<file path="config.mk">
export PLATFORM = sky130hd
export DESIGN_NAME = iecs_irq_ctrl
export DESIGN_NICKNAME = d
export VERILOG_FILES = /design/src/iecs_pkg.sv /design/src/iecs_irq_ctrl.sv
export SDC_FILE = /design/constraint.sdc
export NUM_CORES = 1
export LEC_CHECK = 0
export BUFFER_PORTS_ARGS = -buffer_cell sky130_fd_sc_hd__buf_2
export CAP_MARGIN = 30
export CORE_ASPECT_RATIO = 1.5
export CORE_MARGIN = 2
export CORE_UTILIZATION = 49
export CTS_CLUSTER_DIAMETER = 30
export CTS_CLUSTER_SIZE = 30
export DETAILED_ROUTE_END_ITERATION = 8
export GPL_TIMING_DRIVEN = 0
export PLACE_DENSITY = 0.84
export SYNTH_ARGS = -nofsm -noshare
export SYNTH_HDL_FRONTEND = slang
export SYNTH_SLANG_ARGS = --single-unit
</file>
<file path="constraint.sdc">
create_clock -name clk -period 3.3 [get_ports clk]
set_input_delay 0.33 -clock clk [delete_from_list [all_inputs] [get_ports clk]]
set_output_delay 0.33 -clock clk [all_outputs]
set_load 0.05 [all_outputs]
</file>
<file path="src/iecs_pkg.sv">
`default_nettype none
package iecs_pkg;

  // ****************************************************************
  // address map
  // ****************************************************************
  localparam int unsigned ADDR_W       = 12;
  localparam int unsigned BANK_LSB     = 7;
  localparam logic [4:0]  SHADOW_BANK  = 5'h1f;
  localparam logic [11:0] CTRL_ADDR    = 12'h00b;
  localparam logic [11:0] STAT_ADDR    = 12'h00c;
  localparam logic [11:0] EN0_ADDR     = 12'h090;
  localparam logic [11:0] EN1_ADDR     = 12'h091;
  localparam logic [11:0] PINSEL_ADDR  = 12'h0a0;
  localparam logic [6:0]  SHADOW_BASE  = 7'h64;
  localparam int unsigned SHADOW_COUNT = 8;

  // shadow slot order
  localparam int unsigned SH_W      = 0;
  localparam int unsigned SH_STATUS = 1;
  localparam int unsigned SH_BANK   = 2;
  localparam int unsigned SH_PCHI   = 3;
  localparam int unsigned SH_FSR0L  = 4;
  localparam int unsigned SH_FSR0H  = 5;
  localparam int unsigned SH_FSR1L  = 6;
  localparam int unsigned SH_FSR1H  = 7;

  // ****************************************************************
  // field positions
  // ****************************************************************
  localparam int unsigned GEN_BIT   = 7;
  localparam int unsigned GRP_BIT   = 6;
  localparam int unsigned EDGE_BIT  = 0;
  localparam int unsigned TMR0_BIT  = 5;
  localparam int unsigned IOC_BIT   = 4;
  localparam int unsigned EXT_BIT   = 0;
  localparam int unsigned EXTF_BIT  = 0;
  localparam int unsigned SERVE_BIT = 1;
  localparam int unsigned LEVEL_BIT = 2;

  // ****************************************************************
  // reset values and masks
  // ****************************************************************
  localparam logic [7:0]  CTRL_RESET       = 8'h01;
  localparam logic [7:0]  EN0_RESET        = 8'h00;
  localparam logic [7:0]  EN1_RESET        = 8'h00;
  localparam logic [7:0]  CTRL_MASK        = 8'hc1;
  localparam logic [7:0]  EN0_MASK         = 8'h31;
  localparam logic [7:0]  STATUS_SAVE_MASK = 8'he7;
  localparam logic [14:0] IRQ_VECTOR       = 15'h0004;

  // ****************************************************************
  // entry sequencer
  // ****************************************************************
  typedef enum logic [2:0] {
    IECS_IDLE  = 3'b001,
    IECS_VECT  = 3'b010,
    IECS_SERVE = 3'b100
  } iecs_state_type;

endpackage : iecs_pkg
`default_nettype wire

</file>
<file path="src/iecs_irq_ctrl.sv">
// Our own choices: the placing of the registers and the address-and-strobe port.
`timescale 1ns/10ps
`default_nettype none
module iecs_irq_ctrl #(
  parameter int unsigned PIN_COUNT = 8,
  parameter int unsigned SEL_W     = 3
) (
  input  wire logic                       clk,
  input  wire logic                       rst_n,
  input  wire logic [iecs_pkg::ADDR_W-1:0] addr,
  input  wire logic [7:0]                 wdata,
  input  wire logic                       wr,
  input  wire logic                       rd,
  output logic      [7:0]                 rdata,
  input  wire logic [PIN_COUNT-1:0]       gpio_pins,
  input  wire logic                       tmr0_flag,
  input  wire logic                       ioc_flag,
  input  wire logic [7:0]                 periph_flags,
  input  wire logic                       core_irq_return,
  input  wire logic [14:0]                core_pc,
  input  wire logic [7:0]                 core_w,
  input  wire logic [7:0]                 core_status,
  input  wire logic [7:0]                 core_bank_sel,
  input  wire logic [7:0]                 core_pc_hi,
  input  wire logic [7:0]                 core_fsr0l,
  input  wire logic [7:0]                 core_fsr0h,
  input  wire logic [7:0]                 core_fsr1l,
  input  wire logic [7:0]                 core_fsr1h,
  output logic                            flush,
  output logic                            stack_push,
  output logic      [14:0]                push_pc,
  output logic                            pc_load,
  output logic      [14:0]                pc_load_val,
  output logic                            stack_pop,
  output logic                            ctx_restore,
  output logic      [7:0]                 rst_w,
  output logic      [7:0]                 rst_status,
  output logic      [7:0]                 rst_bank_sel,
  output logic      [7:0]                 rst_pc_hi,
  output logic      [7:0]                 rst_fsr0l,
  output logic      [7:0]                 rst_fsr0h,
  output logic      [7:0]                 rst_fsr1l,
  output logic      [7:0]                 rst_fsr1h,
  output logic                            global_irq_enable
);

  // ****************************************************************
  // state
  // ****************************************************************
  iecs_pkg::iecs_state_type state_r;
  iecs_pkg::iecs_state_type state_nxt;
  logic [7:0]       ctrl_r;
  logic [7:0]       en0_r;
  logic [7:0]       en1_r;
  logic [SEL_W-1:0] pin_sel_r;
  logic             ext_flag_r;
  logic             ext_flag_nxt;
  logic             sync1_r;
  logic             sync2_r;
  logic             sync3_r;
  logic             level_r;
  logic             pend_r;
  logic             flush_r;
  logic             push_r;
  logic [14:0]      push_pc_r;
  logic             pc_load_r;
  logic [14:0]      pc_load_val_r;
  logic             pop_r;
  logic             restore_r;
  logic [7:0]       rdata_r;
  logic [7:0]       shadow_r [iecs_pkg::SHADOW_COUNT];
  logic [7:0]       ctx_in   [iecs_pkg::SHADOW_COUNT];

  // ****************************************************************
  // decode
  // ****************************************************************
  wire       wr_ctrl   = wr && (addr == iecs_pkg::CTRL_ADDR);
  wire       wr_stat   = wr && (addr == iecs_pkg::STAT_ADDR);
  wire       wr_en0    = wr && (addr == iecs_pkg::EN0_ADDR);
  wire       wr_en1    = wr && (addr == iecs_pkg::EN1_ADDR);
  wire       wr_pinsel = wr && (addr == iecs_pkg::PINSEL_ADDR);
  wire [6:0] sh_off    = addr[6:0] - iecs_pkg::SHADOW_BASE;
  wire       sh_hit    = (addr[11:iecs_pkg::BANK_LSB] == iecs_pkg::SHADOW_BANK) &&
                         (addr[6:0] >= iecs_pkg::SHADOW_BASE) && (sh_off < 7'h08);
  wire [2:0] sh_idx    = sh_off[2:0];

  wire glb_en = ctrl_r[iecs_pkg::GEN_BIT];
  wire grp_en = ctrl_r[iecs_pkg::GRP_BIT];
  wire edge_r = ctrl_r[iecs_pkg::EDGE_BIT];

  // ****************************************************************
  // external pin select and edge detect
  // ****************************************************************
  wire sel_pin  = gpio_pins[pin_sel_r];
  wire stable   = (sync2_r == sync3_r);
  wire ext_edge = stable && (level_r != sync3_r) && (sync3_r == edge_r);
  wire ext_clr  = wr_stat && !wdata[iecs_pkg::EXTF_BIT];

  always_comb begin
    ext_flag_nxt = ext_flag_r;
    if (ext_clr) begin
      ext_flag_nxt = 1'b0;
    end
    if (ext_edge) begin
      ext_flag_nxt = 1'b1;
    end
  end

  // ****************************************************************
  // gating
  // ****************************************************************
  wire [2:0] src0 = {tmr0_flag  & en0_r[iecs_pkg::TMR0_BIT],
                     ioc_flag   & en0_r[iecs_pkg::IOC_BIT],
                     ext_flag_r & en0_r[iecs_pkg::EXT_BIT]};
  wire [7:0] src1 = periph_flags & en1_r;
  wire pend_nxt   = glb_en && ((|src0) || (grp_en && (|src1)));
  wire take       = pend_r && glb_en && (state_r != iecs_pkg::IECS_VECT);
  wire ret_ok     = core_irq_return && (state_r != iecs_pkg::IECS_VECT);

  always_comb begin
    case (state_r)
      iecs_pkg::IECS_IDLE:  state_nxt = take ? iecs_pkg::IECS_VECT : iecs_pkg::IECS_IDLE;
      iecs_pkg::IECS_VECT:  state_nxt = iecs_pkg::IECS_SERVE;
      iecs_pkg::IECS_SERVE: state_nxt = take   ? iecs_pkg::IECS_VECT :
                                        ret_ok ? iecs_pkg::IECS_IDLE : iecs_pkg::IECS_SERVE;
      default:              state_nxt = iecs_pkg::IECS_IDLE;
    endcase
  end

  // ****************************************************************
  // read path
  // ****************************************************************
  wire [7:0] stat_val = {5'h00, level_r, (state_r == iecs_pkg::IECS_SERVE), ext_flag_r};
  wire [7:0] rd_val   = (addr == iecs_pkg::CTRL_ADDR)   ? ctrl_r :
                        (addr == iecs_pkg::STAT_ADDR)   ? stat_val :
                        (addr == iecs_pkg::EN0_ADDR)    ? en0_r :
                        (addr == iecs_pkg::EN1_ADDR)    ? en1_r :
                        (addr == iecs_pkg::PINSEL_ADDR) ? {{(8-SEL_W){1'b0}}, pin_sel_r} :
                        sh_hit                          ? shadow_r[sh_idx] : 8'h00;

  assign ctx_in[iecs_pkg::SH_W]      = core_w;
  assign ctx_in[iecs_pkg::SH_STATUS] = core_status & iecs_pkg::STATUS_SAVE_MASK;
  assign ctx_in[iecs_pkg::SH_BANK]   = core_bank_sel;
  assign ctx_in[iecs_pkg::SH_PCHI]   = core_pc_hi;
  assign ctx_in[iecs_pkg::SH_FSR0L]  = core_fsr0l;
  assign ctx_in[iecs_pkg::SH_FSR0H]  = core_fsr0h;
  assign ctx_in[iecs_pkg::SH_FSR1L]  = core_fsr1l;
  assign ctx_in[iecs_pkg::SH_FSR1H]  = core_fsr1h;

  // ****************************************************************
  // registers
  // ****************************************************************
  always_ff @(posedge clk) begin
    if (!rst_n) begin
      ctrl_r <= iecs_pkg::CTRL_RESET;
    end else if (take) begin
      ctrl_r[iecs_pkg::GEN_BIT] <= 1'b0;
    end else if (ret_ok) begin
      ctrl_r[iecs_pkg::GEN_BIT] <= 1'b1;
    end else if (wr_ctrl) begin
      ctrl_r <= wdata & iecs_pkg::CTRL_MASK;
    end
  end

  always_ff @(posedge clk) begin
    if (!rst_n) begin
      en0_r     <= iecs_pkg::EN0_RESET;
      en1_r     <= iecs_pkg::EN1_RESET;
      pin_sel_r <= '0;
    end else begin
      if (wr_en0) en0_r <= wdata & iecs_pkg::EN0_MASK;
      if (wr_en1) en1_r <= wdata;
      if (wr_pinsel) pin_sel_r <= wdata[SEL_W-1:0];
    end
  end

  always_ff @(posedge clk) begin
    if (!rst_n) begin
      sync1_r    <= 1'b0;
      sync2_r    <= 1'b0;
      sync3_r    <= 1'b0;
      level_r    <= 1'b0;
      ext_flag_r <= 1'b0;
      pend_r     <= 1'b0;
    end else begin
      sync1_r    <= sel_pin;
      sync2_r    <= sync1_r;
      sync3_r    <= sync2_r;
      level_r    <= stable ? sync3_r : level_r;
      ext_flag_r <= ext_flag_nxt;
      pend_r     <= pend_nxt;
    end
  end

  always_ff @(posedge clk) begin
    if (!rst_n) begin
      state_r       <= iecs_pkg::IECS_IDLE;
      flush_r       <= 1'b0;
      push_r        <= 1'b0;
      push_pc_r     <= '0;
      pc_load_r     <= 1'b0;
      pc_load_val_r <= '0;
      pop_r         <= 1'b0;
      restore_r     <= 1'b0;
      rdata_r       <= 8'h00;
    end else begin
      state_r       <= state_nxt;
      flush_r       <= take;
      push_r        <= take;
      push_pc_r     <= take ? core_pc : push_pc_r;
      pc_load_r     <= (state_r == iecs_pkg::IECS_VECT);
      pc_load_val_r <= iecs_pkg::IRQ_VECTOR;
      pop_r         <= ret_ok && !take;
      restore_r     <= ret_ok && !take;
      rdata_r       <= rd ? rd_val : 8'h00;
    end
  end

  // ****************************************************************
  // shadow copies
  // ****************************************************************
  for (genvar i = 0; i < iecs_pkg::SHADOW_COUNT; i++) begin : g_shadow
    wire sw_wr = wr && sh_hit && (sh_idx == 3'(i));
    always_ff @(posedge clk) begin
      if (!rst_n) begin
        shadow_r[i] <= 8'h00;
      end else if (take) begin
        shadow_r[i] <= ctx_in[i];
      end else if (sw_wr) begin
        shadow_r[i] <= wdata;
      end
    end
  end

  // ****************************************************************
  // outputs
  // ****************************************************************
  assign rdata             = rdata_r;
  assign flush             = flush_r;
  assign stack_push        = push_r;
  assign push_pc           = push_pc_r;
  assign pc_load           = pc_load_r;
  assign pc_load_val       = pc_load_val_r;
  assign stack_pop         = pop_r;
  assign ctx_restore       = restore_r;
  assign rst_w             = shadow_r[iecs_pkg::SH_W];
  assign rst_status        = shadow_r[iecs_pkg::SH_STATUS];
  assign rst_bank_sel      = shadow_r[iecs_pkg::SH_BANK];
  assign rst_pc_hi         = shadow_r[iecs_pkg::SH_PCHI];
  assign rst_fsr0l         = shadow_r[iecs_pkg::SH_FSR0L];
  assign rst_fsr0h         = shadow_r[iecs_pkg::SH_FSR0H];
  assign rst_fsr1l         = shadow_r[iecs_pkg::SH_FSR1L];
  assign rst_fsr1h         = shadow_r[iecs_pkg::SH_FSR1H];
  assign global_irq_enable = glb_en;
endmodule : iecs_irq_ctrl
`default_nettype wire

</file>
==> Word-level counts from Yosys, hierarchy flattened <==
Memory sizes are Yosys's and may differ from the RTL's.
Index checks and enable logic that the tools add are counted.
{ "word_totals": {"input_bits": 122, "mem_bits_rw": 64, "output_inout_bits": 108, "reg_bits": 67, "memories": 1} }
{ "classes": {"order_cmp": 3, "add_sub_neg": 1, "bitwise": 24, "n_reduce_logical": 39, "n_eq_ne": 20, "muxes": 69} }
{ "memory_table": {"columns": ["memory", "words", "word_bits", "read_ports", "rd_clocked_by_memory_dff", "write_ports", "line", "text"], "rows": [
  ["shadow_r", 8, 8, 9, 0, 8, "iecs_irq_ctrl.sv:71", "logic [7:0] shadow_r [iecs_pkg::SHADOW_COUNT];"]
]} }
{ "ops": {"columns": ["cell", "count"], "rows": [
  ["$mux 8", 23],
  ["$mux 1", 40],
  ["$eq 12x8->1 const B", 3],
  ["$logic_and 1x1->1", 25],
  ["$eq 12x4->1 const B", 2],
  ["$or 1x1->1", 16],
  ["$eq 3x3->1 const B", 5],
  ["$eq 3x2->1 const B", 3],
  ["$mux 3", 3],
  ["$pmux 3 s3", 1],
  ["$and 8x8->8", 1],
  ["$reduce_or 8->1", 1],
  ["$ge 7x7->1 const B", 1],
  ["$lt 7x4->1 const B", 1],
  ["$sub 7x7->7 const B", 1],
  ["$eq 3x1->1 const B", 2],
  ["$reduce_or 3->1", 2],
  ["$eq 5x5->1 const B", 1],
  ["$lt 3x4->1 const B", 1],
  ["$not 1->1", 4],
  ["$reduce_bool 2->1", 2],
  ["$reduce_or 2->1", 2],
  ["$reduce_or 4->1", 1],
  ["$and 1x1->1", 3],
  ["other kinds (10)", 12]
]} }

==> Logic depth before layout (Yosys ltp) <==
{ "logic_depth": {"ltp_word": 10, "depth_mapped": 10, "depth_no_buf": 8} }

==> Least setup slack after synthesis <==
No wires, ideal clock.
{ "synth_path": {"kind": "input port to flip-flop", "start": "in addr[2] in the netlist's numbering", "end": "mem shadow_r[0][0] (enable)", "setup_time_ps": 329, "required_time_ps": 2971, "slack_ps": 559, "t_arrival_ps": 2411, "path_buffers": 2, "cell_stages": 10, "cell_sequence": "inv_1 -> ha_1 -> nor2_1 -> o21ai_1 -> a2111o_1 -> buf_2 -> or4_1 -> buf_4 -> nor3_4 -> or2_1"} }
{ "synth_rtl": {"columns": ["element", "line", "text"], "rows": [
  ["start, declared", "iecs_irq_ctrl.sv:10", "input wire logic [iecs_pkg::ADDR_W-1:0] addr,"],
  ["end, declared", "iecs_irq_ctrl.sv:71", null]
]} }

==> run metrics <==
post-synthesis adder-cell area fraction=0.890%; Max IR drop VDD=0.473 mV; CTS clk-pin slew, worst paths=0.06 ns; gpl congestion=1.02; FF-to-FF path depth=7; vias in the first global route=5247; worst hold path startpoint=rst_n; top cells by area, synth=edfxtp_1 34%, dfxtp_1 19%, a22o_1 9.7%; met2 Track Usage GR=54.3%; multi-input gate area in the final layout=2420 µm²; Synth Area in XOR/XNOR=0.156%; total number of vias=5265; fraction of registers with async set/reset=0%; crit path DAT=3.18 ns; total track usage=30.9%; skew final=0.0137 ns; Max-Cap Viols=0; Core Area=11100 µm²; Synth Area in Compound Gates=16.5%; WL/cell=21.4 µm; fin nets=854; slew of the pin with the lowest slew margin=0.913 ns; GRT met1 Usage=35.1%; Yosys top cell by area=edfxtp_1; Syn. warnings=0; EDFF count, synth=64; Root Buffer=clkbuf_16; Mapped Cells=490; # fillers=840; critical path class=in2reg; endpoints failing setup=0; run status=completed; CP startpoint kind=primary input; RSZ-0062 raised after global routing=no; worst rel slew slack=38.6%; DR iter-0 viols=417; Post-Place Cells=856; post-route ant nets=0; DRC violations left=0; chip height=135 µm; Worst Setup EP=shadow_r[4][1]$_SDFFCE_PN0P_; Post-synth top flop=edfxtp_1; Non-Filler Instances=889; area of the die=12400 µm²; Final Cycle Share=94.4%; register area=2980 µm²; cell area power density=497 nW/µm²; Clock Power Share=45.3%; main combinational cell family by area after synthesis=compound AO/OA/AOI/OAI gates; fin worst setup slack=0.185 ns; Rows=47; drt first pass iters=5; global-route wire length before repair=28.6 mm; Unique masters post-synth=53; total clock sinks=117; CP required=3.36 ns; Initial Utilization=50.6%; Seq/Total Area, Yosys=53.1%; Post-Place Cell Area=6890 µm²; synthesis-to-finish area growth=32.1%; Simple-Gate Fraction of Synth Area=13.9%; cell area after synthesis=5620 µm²; H-tree level count=4; sw power=992 µW; buffers from clock root to sink, at most=2; Max FO, Critical Path=10; R2R setup slack=0.47 ns; port bufs=206; Max Clk Rate=321 MHz; share of power burned in registers=43.0%; Yosys top cell area share=34.2%; worst hold slack=0.0209 ns; post-route cell area=7420 µm²; Comb power frac=11.6%; Worst Setup End Kind=flop; half-perimeter wire length after placement=14.7 mm; Die Width=91.5 µm; gr ovfl total=0; final wirelength=19.1 mm; share of cells above drive strength 1=40.1%; setup TNS=0 ns; IO Count=230; CP Launch Point=addr[2]; count leader, synth=edfxtp_1; initial antenna violation count=1; largest net degree at the start of global routing=17; most frequent cells after synthesis=64 x edfxtp_1, 62 x a22o_1, 58 x nand2_1; Max Slew Vio Count=0; DR vias/cell=5.92; Post-Syn Area per Cell=11.5 µm²; worst skew pair latency=0.43 ns; Hold Buf Count CTS=0; sw frac=26.9%; HP Class=in2reg; Inserted Clock Buffers=17; Worst R2R Start=state_r[2]$_SDFF_PN0_; Yosys reg bits=117; dpl ws=-0.201 ns; Leakage=0.00313 µW; hold path depth=1; Tmin final=3.11 ns; CTS tree=built; Reg-to-Reg End=shadow_r[4][1]$_SDFFCE_PN0P_; Post CTS Setup Buffer Count=0; final hold violation count=0; GRT busiest layer=met2; mux cell area share after synthesis=10.6%; met3 Track Usage GR=8.01%; post-CTS sizing=0; Cell Int Power=2700 µW
kinds of logic after synthesis:
group,after synthesis
xor gates and xnor gates,1
adders and majority gates,4
other,1
and+or+nand+nor,152
buffers and inverters,52
AOI/OAI and AO/OA,126
muxes,37
DFF,117
layer usage:
metal	vias up	part of all wire (%)
li1	2311	-
met1	2511	34
met2	382	53
met3	61	9.1
met4	0	4.3
met5	-	0
per-stage QoR:
| stage | util [%] | total power, µW |
|---|---|---|
| final | 66.8 | 3690 |
| after global routing | 66.8 | 3780 |
| after CTS | 66.8 | 3690 |
| after detailed placement | 61.9 | 2040 |
| after global placement | 61.9 | 2030 |
| after floorplan | - | 1880 |
power groups by stage:
stage / Clock, µW / Sequential (µW) / Combinational, µW
6_report: 1670 / 1590 / 430
5_1_grt: 1740 / 1590 / 446
4_1_cts: 1670 / 1590 / 425
3_5_place_dp: 0 / 1620 / 424
3_3_place_gp: 0 / 1620 / 417
2_1_floorplan: 0 / 1720 / 158
critical path, cell delays in order:
cell	delay (ns)
buf_2	0.21
inv_1	0.17
ha_1	0.24
nor2_1	0.08
o21ai_1	0.06
a2111o_1	0.36
buf_2	0.18
or4_1	0.48
buf_4	0.19
nor3_4	0.39
or2_1	0.46
cell type report:
| cell class | count | share of cell area [%] |
|---|---|---|
| clock inverters | 13 | 1.06 |
| inverters | 4 | 0.202 |
| flip-flops and latches | 117 | 40.2 |
| well taps | 147 | 2.48 |
| clock buffers | 19 | 6.17 |
| plain buffers | 48 | 3.45 |
| repair buffers | 206 | 13.9 |
| multi-input cells | 334 | 32.5 |
| diodes | 1 | 0.0337 |
flip-flops by register name, summed over array words and instances (netlist names), 3 cells and up:
| name | cells |
|---|---|
| shadow_r | 64 |
| pin_sel_r | 3 |
| push_pc | 15 |
| en0_r | 3 |
| en1_r | 8 |
| state_r | 3 |
| ctrl_r | 3 |
| rdata | 8 |
cell usage in the layout (no fill, tap or decap), types with 3 or more instances in the layout:
cell type	n
inv_4	3
o21ai_0	6
o22ai_1	3
a221oi_1	3
ha_1	4
a21oi_1	36
buf_2	210
conb_1	14
or2_2	8
mux2i_1	19
a22oi_1	4
a22o_1	62
buf_1	3
mux4_2	18
clkbuf_1	22
clkinv_2	7
dfxtp_1	53
buf_4	19
nand3_1	10
inv_1	3
nor2_1	32
nand2b_1	6
nor2_4	6
edfxtp_1	64
and2_1	4
nand2_1	58
nor3_1	6
clkbuf_16	18
worst min-delay path by stage:
| stage | end | slack, ns |
|---|---|---|
| 2_1_floorplan | pc_load_val[2]$_DFF_P_ | 0.36 |
| 3_3_place_gp | sync2_r$_SDFF_PN0_ | 0.41 |
| 3_5_place_dp | sync2_r$_SDFF_PN0_ | 0.43 |
| 4_1_cts | pc_load_val[2]$_DFF_P_ | 0.01 |
| 5_1_grt | pc_load_val[2]$_DFF_P_ | 0.009 |
| 6_report | pc_load_val[2]$_DFF_P_ | 0.02 |
No activity file was read; power rests on OpenSTA's default activity.
